File: src/core/fsp_pkg.sv
// Purpose: Shared constants for the flash section protection block
// Assumes: 128 flash pages, page number carried as a 7-bit field
// Notes: Boot region starts per size selection are plain defaults
package fsp_pkg;
	localparam int PAGE_W = 7;
	localparam int ADDR_W = 12;

	// Register byte offsets
	localparam logic [ADDR_W-1:0] CTRL_OFS = 12'h000;
	localparam logic [ADDR_W-1:0] LOCK_OFS = 12'h004;
	localparam logic [ADDR_W-1:0] STAT_OFS = 12'h008;

	// Control register fields
	localparam int CTRL_VEC_BOOT_BIT = 0;
	localparam int CTRL_REENABLE_BIT = 1;
	localparam int CTRL_CHIP_ERASE_BIT = 2;
	localparam logic CTRL_VEC_BOOT_RST = 1'h0;

	// Lock register fields, 1 means unprogrammed
	localparam int LOCK_APP_LSB = 0;
	localparam int LOCK_BOOT_LSB = 2;
	localparam logic [1:0] LOCK_FIELD_RST = 2'h3;

	// Status register fields
	localparam int STAT_BUSY_BIT = 0;
	localparam int STAT_PROG_BIT = 1;
	localparam int STAT_HALT_BIT = 2;
	localparam int STAT_DENY_BIT = 3;

	// Section boundaries, page numbers
	localparam logic [PAGE_W-1:0] STALL_START_DEF = 7'h60;
	localparam logic [PAGE_W-1:0] BOOT_START_SZ0 = 7'h60;
	localparam logic [PAGE_W-1:0] BOOT_START_SZ1 = 7'h70;
	localparam logic [PAGE_W-1:0] BOOT_START_SZ2 = 7'h78;
	localparam logic [PAGE_W-1:0] BOOT_START_SZ3 = 7'h7C;

	// Store-program operation kinds
	typedef enum logic [1:0] {
		SPM_LOAD = 2'b00,
		SPM_ERASE = 2'b01,
		SPM_WRITE = 2'b10,
		SPM_NONE = 2'b11
	} fsp_spm_type;

	// Programming sequencer states
	typedef enum logic [1:0] {
		ST_IDLE = 2'b00,
		ST_PROG_CONC = 2'b01,
		ST_PROG_STALL = 2'b10
	} fsp_state_type;
endpackage : fsp_pkg

File: src/core/fsp_lock_decode.sv
// Purpose: Decode one two-bit lock field into its restrictions
// Assumes: Bit value 1 means unprogrammed
// Notes: Used once for the application and once for the boot field
`timescale 1ns/1ps
module fsp_lock_decode import fsp_pkg::*; (
	// Lock field, high bit then low bit
	input wire logic [1:0] lock_field,
	// Restrictions
	output logic store_block,
	output logic load_block
);
	// Modes 2 and 3 have the low bit programmed; modes 3 and 4 the high
	always_comb begin
		store_block = ~lock_field[0];
		load_block = ~lock_field[1];
	end
endmodule : fsp_lock_decode

File: src/core/fsp_region_map.sv
// Purpose: Classify a page number against the section boundaries
// Assumes: Boot start is never below stall start
// Notes: Pure compare, no state
`timescale 1ns/1ps
module fsp_region_map import fsp_pkg::*; (
	// Page under test
	input wire logic [PAGE_W-1:0] page,
	// Boundaries
	input wire logic [PAGE_W-1:0] stall_start,
	input wire logic [PAGE_W-1:0] boot_start,
	// Classification
	output logic in_conc,
	output logic in_boot
);
	// Everything below the stall boundary is concurrent-read
	always_comb begin
		in_conc = page < stall_start;
		in_boot = page >= boot_start;
	end
endmodule : fsp_region_map

File: src/core/fsp_top.sv
// Purpose: Flash self-programming access control and core stall logic
// Assumes: Core requests are single-cycle pulses, synchronous to pclk
// Notes: Lock fields reset unprogrammed; they model nonvolatile bits
`timescale 1ns/1ps
module fsp_top import fsp_pkg::*; #(
	parameter logic [PAGE_W-1:0] STALL_START = STALL_START_DEF
) (
	// Clock and reset
	input wire logic pclk,
	input wire logic presetn,
	// APB slave
	input wire logic psel,
	input wire logic penable,
	input wire logic pwrite,
	input wire logic [ADDR_W-1:0] paddr,
	input wire logic [31:0] pwdata,
	output logic [31:0] prdata,
	output logic pready,
	output logic pslverr,
	// Configuration
	input wire logic [1:0] boot_size_fuses,
	input wire logic ext_lock_we,
	input wire logic [3:0] ext_lock_data,
	// Core execution and fetch
	input wire logic [PAGE_W-1:0] exec_page,
	input wire logic fetch_valid,
	input wire logic [PAGE_W-1:0] fetch_page,
	output logic fetch_ok,
	output logic fetch_blocked,
	// Core store-program requests
	input wire logic spm_valid,
	input wire logic [1:0] spm_kind,
	input wire logic [PAGE_W-1:0] spm_page,
	output logic spm_accept,
	output logic spm_denied,
	// Core load-program requests
	input wire logic lpm_valid,
	input wire logic [PAGE_W-1:0] lpm_page,
	output logic lpm_grant,
	output logic lpm_denied,
	// Core control
	output logic core_halt,
	output logic irq_disable,
	// Flash array
	output logic nvm_start,
	output logic nvm_erase,
	output logic [PAGE_W-1:0] nvm_page,
	output logic buf_load,
	input wire logic nvm_done
);
	fsp_state_type state_reg;
	fsp_state_type state_next;
	logic [PAGE_W-1:0] boot_start;
	logic [1:0] app_lock_field;
	logic [1:0] boot_lock_field;
	logic app_store_blk, app_load_blk;
	logic boot_store_blk, boot_load_blk;
	logic exec_conc, exec_boot;
	logic spm_conc, spm_boot;
	logic lpm_conc, lpm_boot;
	logic fetch_conc, fetch_boot;
	logic busy_reg;
	logic vec_boot_reg;
	logic deny_reg;
	logic pready_reg;
	logic pslverr_reg;
	logic [31:0] prdata_reg;
	logic wr_en;
	logic setup;
	logic map_hit;
	logic reenable_wr;
	logic erase_wr;
	logic deny_clr;
	logic spm_prog;
	logic spm_ok;
	logic spm_is_load;
	logic lpm_ok;
	logic page_load_go;
	logic prog_go;

	// Boot start never below the stall boundary
	always_comb begin
		unique case (boot_size_fuses)
			2'h0: boot_start = BOOT_START_SZ0;
			2'h1: boot_start = BOOT_START_SZ1;
			2'h2: boot_start = BOOT_START_SZ2;
			2'h3: boot_start = BOOT_START_SZ3;
		endcase
		if (boot_start < STALL_START) begin
			boot_start = STALL_START;
		end
	end

	// One decoder per lock field
	fsp_lock_decode u_app_lock (
		.lock_field(app_lock_field),
		.store_block(app_store_blk),
		.load_block(app_load_blk)
	);
	fsp_lock_decode u_boot_lock (
		.lock_field(boot_lock_field),
		.store_block(boot_store_blk),
		.load_block(boot_load_blk)
	);

	// Page classification for each requester
	fsp_region_map u_map_exec (
		.page(exec_page),
		.stall_start(STALL_START),
		.boot_start(boot_start),
		.in_conc(exec_conc),
		.in_boot(exec_boot)
	);
	fsp_region_map u_map_spm (
		.page(spm_page),
		.stall_start(STALL_START),
		.boot_start(boot_start),
		.in_conc(spm_conc),
		.in_boot(spm_boot)
	);
	fsp_region_map u_map_lpm (
		.page(lpm_page),
		.stall_start(STALL_START),
		.boot_start(boot_start),
		.in_conc(lpm_conc),
		.in_boot(lpm_boot)
	);
	fsp_region_map u_map_fetch (
		.page(fetch_page),
		.stall_start(STALL_START),
		.boot_start(boot_start),
		.in_conc(fetch_conc),
		.in_boot(fetch_boot)
	);

	// APB decode; access phase is always one cycle
	always_comb begin
		setup = psel & ~penable;
		wr_en = psel & penable & pwrite & pready_reg;
		map_hit = (paddr == CTRL_OFS) | (paddr == LOCK_OFS)
			| (paddr == STAT_OFS);
		reenable_wr = wr_en & (paddr == CTRL_OFS)
			& pwdata[CTRL_REENABLE_BIT];
		erase_wr = wr_en & (paddr == CTRL_OFS)
			& pwdata[CTRL_CHIP_ERASE_BIT];
		deny_clr = wr_en & (paddr == STAT_OFS) & pwdata[STAT_DENY_BIT];
	end

	// Store-program qualification
	always_comb begin
		spm_is_load = spm_kind == SPM_LOAD;
		spm_prog = (spm_kind == SPM_ERASE) | (spm_kind == SPM_WRITE);
		// General lock modes are not consulted here
		spm_ok = exec_boot;
		if (spm_prog && spm_boot && boot_store_blk) begin
			spm_ok = 1'b0;
		end
		if (spm_prog && !spm_boot && app_store_blk) begin
			spm_ok = 1'b0;
		end
		page_load_go = spm_valid & spm_is_load & spm_ok
			& (state_reg == ST_IDLE);
		prog_go = spm_valid & spm_prog & spm_ok & (state_reg == ST_IDLE);
	end

	// Load-program qualification; modes 1 impose nothing
	always_comb begin
		lpm_ok = 1'b1;
		if (lpm_boot && !exec_boot && boot_load_blk) begin
			lpm_ok = 1'b0;
		end
		if (!lpm_boot && exec_boot && app_load_blk) begin
			lpm_ok = 1'b0;
		end
		if (lpm_conc && busy_reg) begin
			lpm_ok = 1'b0;
		end
	end

	// Sequencer next state
	always_comb begin
		state_next = state_reg;
		unique case (state_reg)
			ST_IDLE: begin
				if (prog_go) begin
					// Stall-section target halts the core
					state_next = spm_conc ? ST_PROG_CONC : ST_PROG_STALL;
				end
			end
			ST_PROG_CONC, ST_PROG_STALL: begin
				if (nvm_done) begin
					state_next = ST_IDLE;
				end
			end
			default: state_next = ST_IDLE;
		endcase
	end

	// Sequencer state
	always_ff @(posedge pclk or negedge presetn) begin
		if (!presetn) begin
			state_reg <= ST_IDLE;
		end else begin
			state_reg <= state_next;
		end
	end

	// Core halt follows the stall-section programming window
	always_ff @(posedge pclk or negedge presetn) begin
		if (!presetn) begin
			core_halt <= 1'b0;
		end else begin
			core_halt <= state_next == ST_PROG_STALL;
		end
	end

	// Busy flag: set on concurrent programming, set beats clear
	always_ff @(posedge pclk or negedge presetn) begin
		if (!presetn) begin
			busy_reg <= 1'b0;
		end else if (prog_go && spm_conc) begin
			busy_reg <= 1'b1;
		end else if (state_reg == ST_IDLE && (reenable_wr || page_load_go)) begin
			busy_reg <= 1'b0;
		end
	end

	// Flash array commands, pulses except page and kind
	always_ff @(posedge pclk or negedge presetn) begin
		if (!presetn) begin
			nvm_start <= 1'b0;
			nvm_erase <= 1'b0;
			nvm_page <= '0;
			buf_load <= 1'b0;
		end else begin
			nvm_start <= prog_go;
			buf_load <= page_load_go;
			if (prog_go) begin
				nvm_erase <= spm_kind == SPM_ERASE;
				nvm_page <= spm_page;
			end
		end
	end

	// Store-program answers; a refusal never halts the core
	always_ff @(posedge pclk or negedge presetn) begin
		if (!presetn) begin
			spm_accept <= 1'b0;
			spm_denied <= 1'b0;
		end else begin
			spm_accept <= page_load_go | prog_go;
			spm_denied <= spm_valid & ~(page_load_go | prog_go);
		end
	end

	// Load-program answers; denied loads return no data
	always_ff @(posedge pclk or negedge presetn) begin
		if (!presetn) begin
			lpm_grant <= 1'b0;
			lpm_denied <= 1'b0;
		end else begin
			lpm_grant <= lpm_valid & lpm_ok;
			lpm_denied <= lpm_valid & ~lpm_ok;
		end
	end

	// Stall-section fetches pass except during stall-section programming;
	// ok and blocked are complements while fetch_valid is high, both low otherwise
	always_ff @(posedge pclk or negedge presetn) begin
		if (!presetn) begin
			fetch_ok <= 1'b0;
			fetch_blocked <= 1'b0;
		end else begin
			fetch_ok <= fetch_valid & ~(fetch_conc & busy_reg
				| state_next == ST_PROG_STALL);
			fetch_blocked <= fetch_valid & (fetch_conc & busy_reg
				| state_next == ST_PROG_STALL);
		end
	end

	// Interrupt mask depends on where vectors live and where code runs
	always_ff @(posedge pclk or negedge presetn) begin
		if (!presetn) begin
			irq_disable <= 1'b0;
		end else begin
			irq_disable <= (vec_boot_reg & ~exec_boot & app_load_blk)
				| (~vec_boot_reg & exec_boot & boot_load_blk);
		end
	end

	// Lock fields only lose ones; chip erase restores all of them
	always_ff @(posedge pclk or negedge presetn) begin
		if (!presetn) begin
			app_lock_field <= LOCK_FIELD_RST;
			boot_lock_field <= LOCK_FIELD_RST;
		end else if (erase_wr) begin
			app_lock_field <= LOCK_FIELD_RST;
			boot_lock_field <= LOCK_FIELD_RST;
		end else if (ext_lock_we) begin
			app_lock_field <= app_lock_field
				& ext_lock_data[LOCK_APP_LSB +: 2];
			boot_lock_field <= boot_lock_field
				& ext_lock_data[LOCK_BOOT_LSB +: 2];
		end else if (wr_en && paddr == LOCK_OFS) begin
			app_lock_field <= app_lock_field
				& pwdata[LOCK_APP_LSB +: 2];
			boot_lock_field <= boot_lock_field
				& pwdata[LOCK_BOOT_LSB +: 2];
		end
	end

	// Vector placement control
	always_ff @(posedge pclk or negedge presetn) begin
		if (!presetn) begin
			vec_boot_reg <= CTRL_VEC_BOOT_RST;
		end else if (wr_en && paddr == CTRL_OFS) begin
			vec_boot_reg <= pwdata[CTRL_VEC_BOOT_BIT];
		end
	end

	// Sticky refusal flag, a new refusal beats the clear
	always_ff @(posedge pclk or negedge presetn) begin
		if (!presetn) begin
			deny_reg <= 1'b0;
		end else if (spm_valid && !(page_load_go || prog_go)) begin
			deny_reg <= 1'b1;
		end else if (deny_clr) begin
			deny_reg <= 1'b0;
		end
	end

	// APB answer prepared in the setup cycle, held for the access
	always_ff @(posedge pclk or negedge presetn) begin
		if (!presetn) begin
			pready_reg <= 1'b0;
			pslverr_reg <= 1'b0;
			prdata_reg <= 32'h00000000;
		end else begin
			pready_reg <= setup;
			pslverr_reg <= setup & ~map_hit;
			prdata_reg <= 32'h00000000;
			if (setup && !pwrite) begin
				if (paddr == CTRL_OFS) begin
					prdata_reg[CTRL_VEC_BOOT_BIT] <= vec_boot_reg;
				end
				if (paddr == LOCK_OFS) begin
					prdata_reg[LOCK_APP_LSB +: 2] <= app_lock_field;
					prdata_reg[LOCK_BOOT_LSB +: 2] <= boot_lock_field;
				end
				if (paddr == STAT_OFS) begin
					prdata_reg[STAT_BUSY_BIT] <= busy_reg;
					prdata_reg[STAT_PROG_BIT] <= state_reg != ST_IDLE;
					prdata_reg[STAT_HALT_BIT] <= core_halt;
					prdata_reg[STAT_DENY_BIT] <= deny_reg;
				end
			end
		end
	end

	// Bus outputs straight from flip-flops
	always_comb begin
		pready = pready_reg;
		pslverr = pslverr_reg;
		prdata = prdata_reg;
	end
endmodule : fsp_top

File: config.mk
export PLATFORM = sky130hd
export DESIGN_NAME = fsp_top
export DESIGN_NICKNAME = d
export VERILOG_FILES = /design/src/core/fsp_pkg.sv /design/src/core/fsp_lock_decode.sv /design/src/core/fsp_region_map.sv /design/src/core/fsp_top.sv
export SDC_FILE = /design/constraint.sdc
export NUM_CORES = 1
export LEC_CHECK = 0
export BUFFER_PORTS_ARGS = -buffer_cell sky130_fd_sc_hd__buf_2
export CORE_ASPECT_RATIO = 0.7
export CORE_UTILIZATION = 30
export DETAILED_ROUTE_END_ITERATION = 7
export SYNTH_ARGS = -nofsm -noshare
export SYNTH_HDL_FRONTEND = slang
export SYNTH_SLANG_ARGS = --single-unit
export TNS_END_PERCENT = 20
File: constraint.sdc
create_clock -name pclk -period 2.2 [get_ports pclk]
set_input_delay 0.33 -clock pclk [delete_from_list [all_inputs] [get_ports pclk]]
set_output_delay 0.33 -clock pclk [all_outputs]
set_load 0.01 [all_outputs]
==> impl_metrics.tcl <==
set metrics [dict create \
    drc 0 \
    core_area_um2 6430 \
    dr.pass1.iters 4 \
    slew_viol_final 0 \
    gp_congestion 0.800 \
    tightest_slew_ns 0.736 \
    min_path_type "input pin to async pin" \
    postLayoutSetupSlackWorst_ns -0.0537 \
    p_leak_uw 0.00144 \
    vdd_drop_max_uv 197 \
    port_buffers 80 \
    synth.area.top_cells "dfrtp_1 35%, buf_4 10%, ha_1 7.9%, dfstp_2 5.1%, mux2_4 5.1%" \
    io_pins 142 \
    grt-ovfl-total 0 \
    crit_type "input pin to flip-flop" \
    cts_tree "yes" \
    largest_reg_flops 7 \
    final_nets 406 \
    hold_viol 0 \
    grt_pass1_vias 1607 \
    grt_usage_pct 13.8 \
    path_max_fanout 6 \
    ant_nets 0 \
    cts_root_buf "clkbuf_8" \
    vias 1725 \
    drt-initial-drc-count 51 \
    powerDensity_nw_per_um2 467 \
    dp_hpwl_um 3920 \
    synth_seq_cells 33 \
    syn_area_um2 2060 \
    grt_max_degree 34 \
    fmax_ghz 0.444 \
    drive_above_1_share_pct 40.5 \
    hold_ws_ns 0.104 \
    rsz0062_at_grt "yes" \
    max_slew_margin_pct 50.9 \
    antenna_found_initial 0 \
    clockBufferDepth 2 \
    yosysTopAreaCell "dfrtp_1" \
    syn_inst 208 \
    cp.arrival_ns 2.42 \
    critPathCaptureType "flip-flop" \
    cp.required_ns 2.37 \
    clk_pin_slew_ns 0.07 \
    yosysMostFrequentCell "dfrtp_1" \
    worst_skew_pair.late_latency_ns 0.29 \
    synth-async-reset-ratio_pct 100 \
    die_y_um 71.4 \
    die_w_um 101 \
    yosysUniqueCellTypes 46 \
    wl_um 4880 \
    final.period_utilization_pct 102 \
    synth_top_area_share_pct 35.2 \
    violations "negative setup slack" \
    status "complete, but fails checks" \
    fin_skew_ns 0.00653 \
    synth-edff-count 0 \
    post_drt_wl_per_cell_um 12.3 \
    vias_per_cell 4.37 \
    synth_top_cells_by_count "29 x dfrtp_1, 28 x buf_4, 20 x inv_1, 13 x ha_1, 13 x nor2_1" \
    diodes 0 \
    synth-main-ff-cell "dfrtp_1" \
    ys_seq_area_share_pct 40.3 \
    postCtsSetupBuffers 0 \
    cts-buffers-inserted 5 \
    row_count 24 \
    r2r_slack_ns 0.23 \
    yosys_warnings 0 \
    post-route-min-period_ns 2.25 \
    grt_pass1_wl_um 7690 \
    start_util_pct 32.1 \
    synthToLayoutAreaGrowth_pct 30.3 \
    postLayoutCoreUtil_pct 41.8 \
    synth.avg_cell_area_um2 9.91 \
    cp-start-kind "input pin" \
    setup_violations 8 \
    nFillCells 680 \
    die_area_um2 7210 \
    total_power_uw 1250 \
    cts_max_level 2 \
    clock_sinks 33 \
    drv_cap 0 \
]
==> placed cells by master, fill, tap and decap left out, types with 3 or more instances in the layout <==
cell and instances:
o21ai_0 9, conb_1 28, nor2_1 12, a21oi_1 3, buf_4 9, nor2b_1 7
and2_1 3, or2_4 3, buf_2 78, a22oi_1 7, nand2_1 10, a31o_2 3
mux2_4 7, dfstp_2 4, ha_1 12, clkbuf_8 5, o31ai_1 5, dfrtp_1 29
buf_6 3, inv_1 20
==> final cells by class <==
class	instances	area [um2]	area share, %
multi-input cells	153	1090	40.6
flip-flops and latches	33	831	30.9
repair buffers	90	492	18.3
well taps	91	114	4.24
clock buffers	7	76.3	2.84
inverters	20	75.1	2.79
clock inverters	1	7.51	0.279
==> layer usage <==
| metal | track usage (%) | part of all wire [%] |
|---|---|---|
| met2 | 20.2 | 41 |
| met5 | 0 | 0 |
| met1 | 19.7 | 50 |
| met4 | 2.90 | 0.59 |
| met3 | 4.88 | 7.9 |
==> critical path: stages <==
cell     delay [ns]
buf_6          0.09
and2_4         0.17
ha_4           0.24
or3b_1         0.35
a221o_1        0.37
or2_4          0.27
or2_4          0.29
mux2_4         0.31
==> kinds of logic (layout without fill, tap and decap cells) <==
family / after synthesis / after routing / synth area share (%)
and+or+nand+nor: 60 / 61 / 16.5
buffers and inverters: 50 / 118 / 14.6
AOI/OAI and AO/OA: 42 / 42 / 14.4
DFF: 33 / 33 / 40.3
adders and majority gates: 13 / 13 / 7.89
muxes: 9 / 9 / 6.13
other: 1 / 28 / 0.182
==> report_power, final <==
| part | leakage, uW | switching, uW | total, uW | internal, uW |
|---|---|---|---|---|
| Combinational | 0.000966 | 109 | 195 | 86.5 |
| Sequential | 0.000432 | 2.73 | 618 | 615 |
| Clock | 0.0000385 | 217 | 441 | 224 |
| Total | 0.00144 | 328 | 1250 | 925 |
==> final timing paths <==
kind	endpoint	depth (start not counted)	start
hold reg to reg	nvm_page[5]	1	nvm_page[5]
min in group pclk	fetch_blocked	3	fetch_valid
hold / removal	prdata[0]	1	presetn
setup reg to reg	fetch_ok	5	app_lock_field[0]
setup / recovery	nvm_erase	8	boot_size_fuses[1]
max in group asynchronous	busy_reg	1	presetn
==> what timing repair did <==
| item | 4_1_cts | 5_1_grt |
|---|---|---|
| pin swaps | 2 | 0 |
| gates resized for setup | 5 | 6 |
| endpoints found under the setup margin | 12 | 17 |
| cloned | 1 | 0 |
| hold buffers | 0 | 0 |
==> metrics by stage <==
step,std cells,area [um2],TNS (ns),setup slack [ns]
finish,395,2690,-0.356,-0.0537
global route,395,2690,-0.756,-0.0880
CTS,395,2660,-0.174,-0.0296
detailed placement,386,2540,-7.02,-0.448
global placement,386,2540,-6.03,-0.406
floorplan,235,2180,-2.82,-0.308
Power figures use the tool's default switching activity.
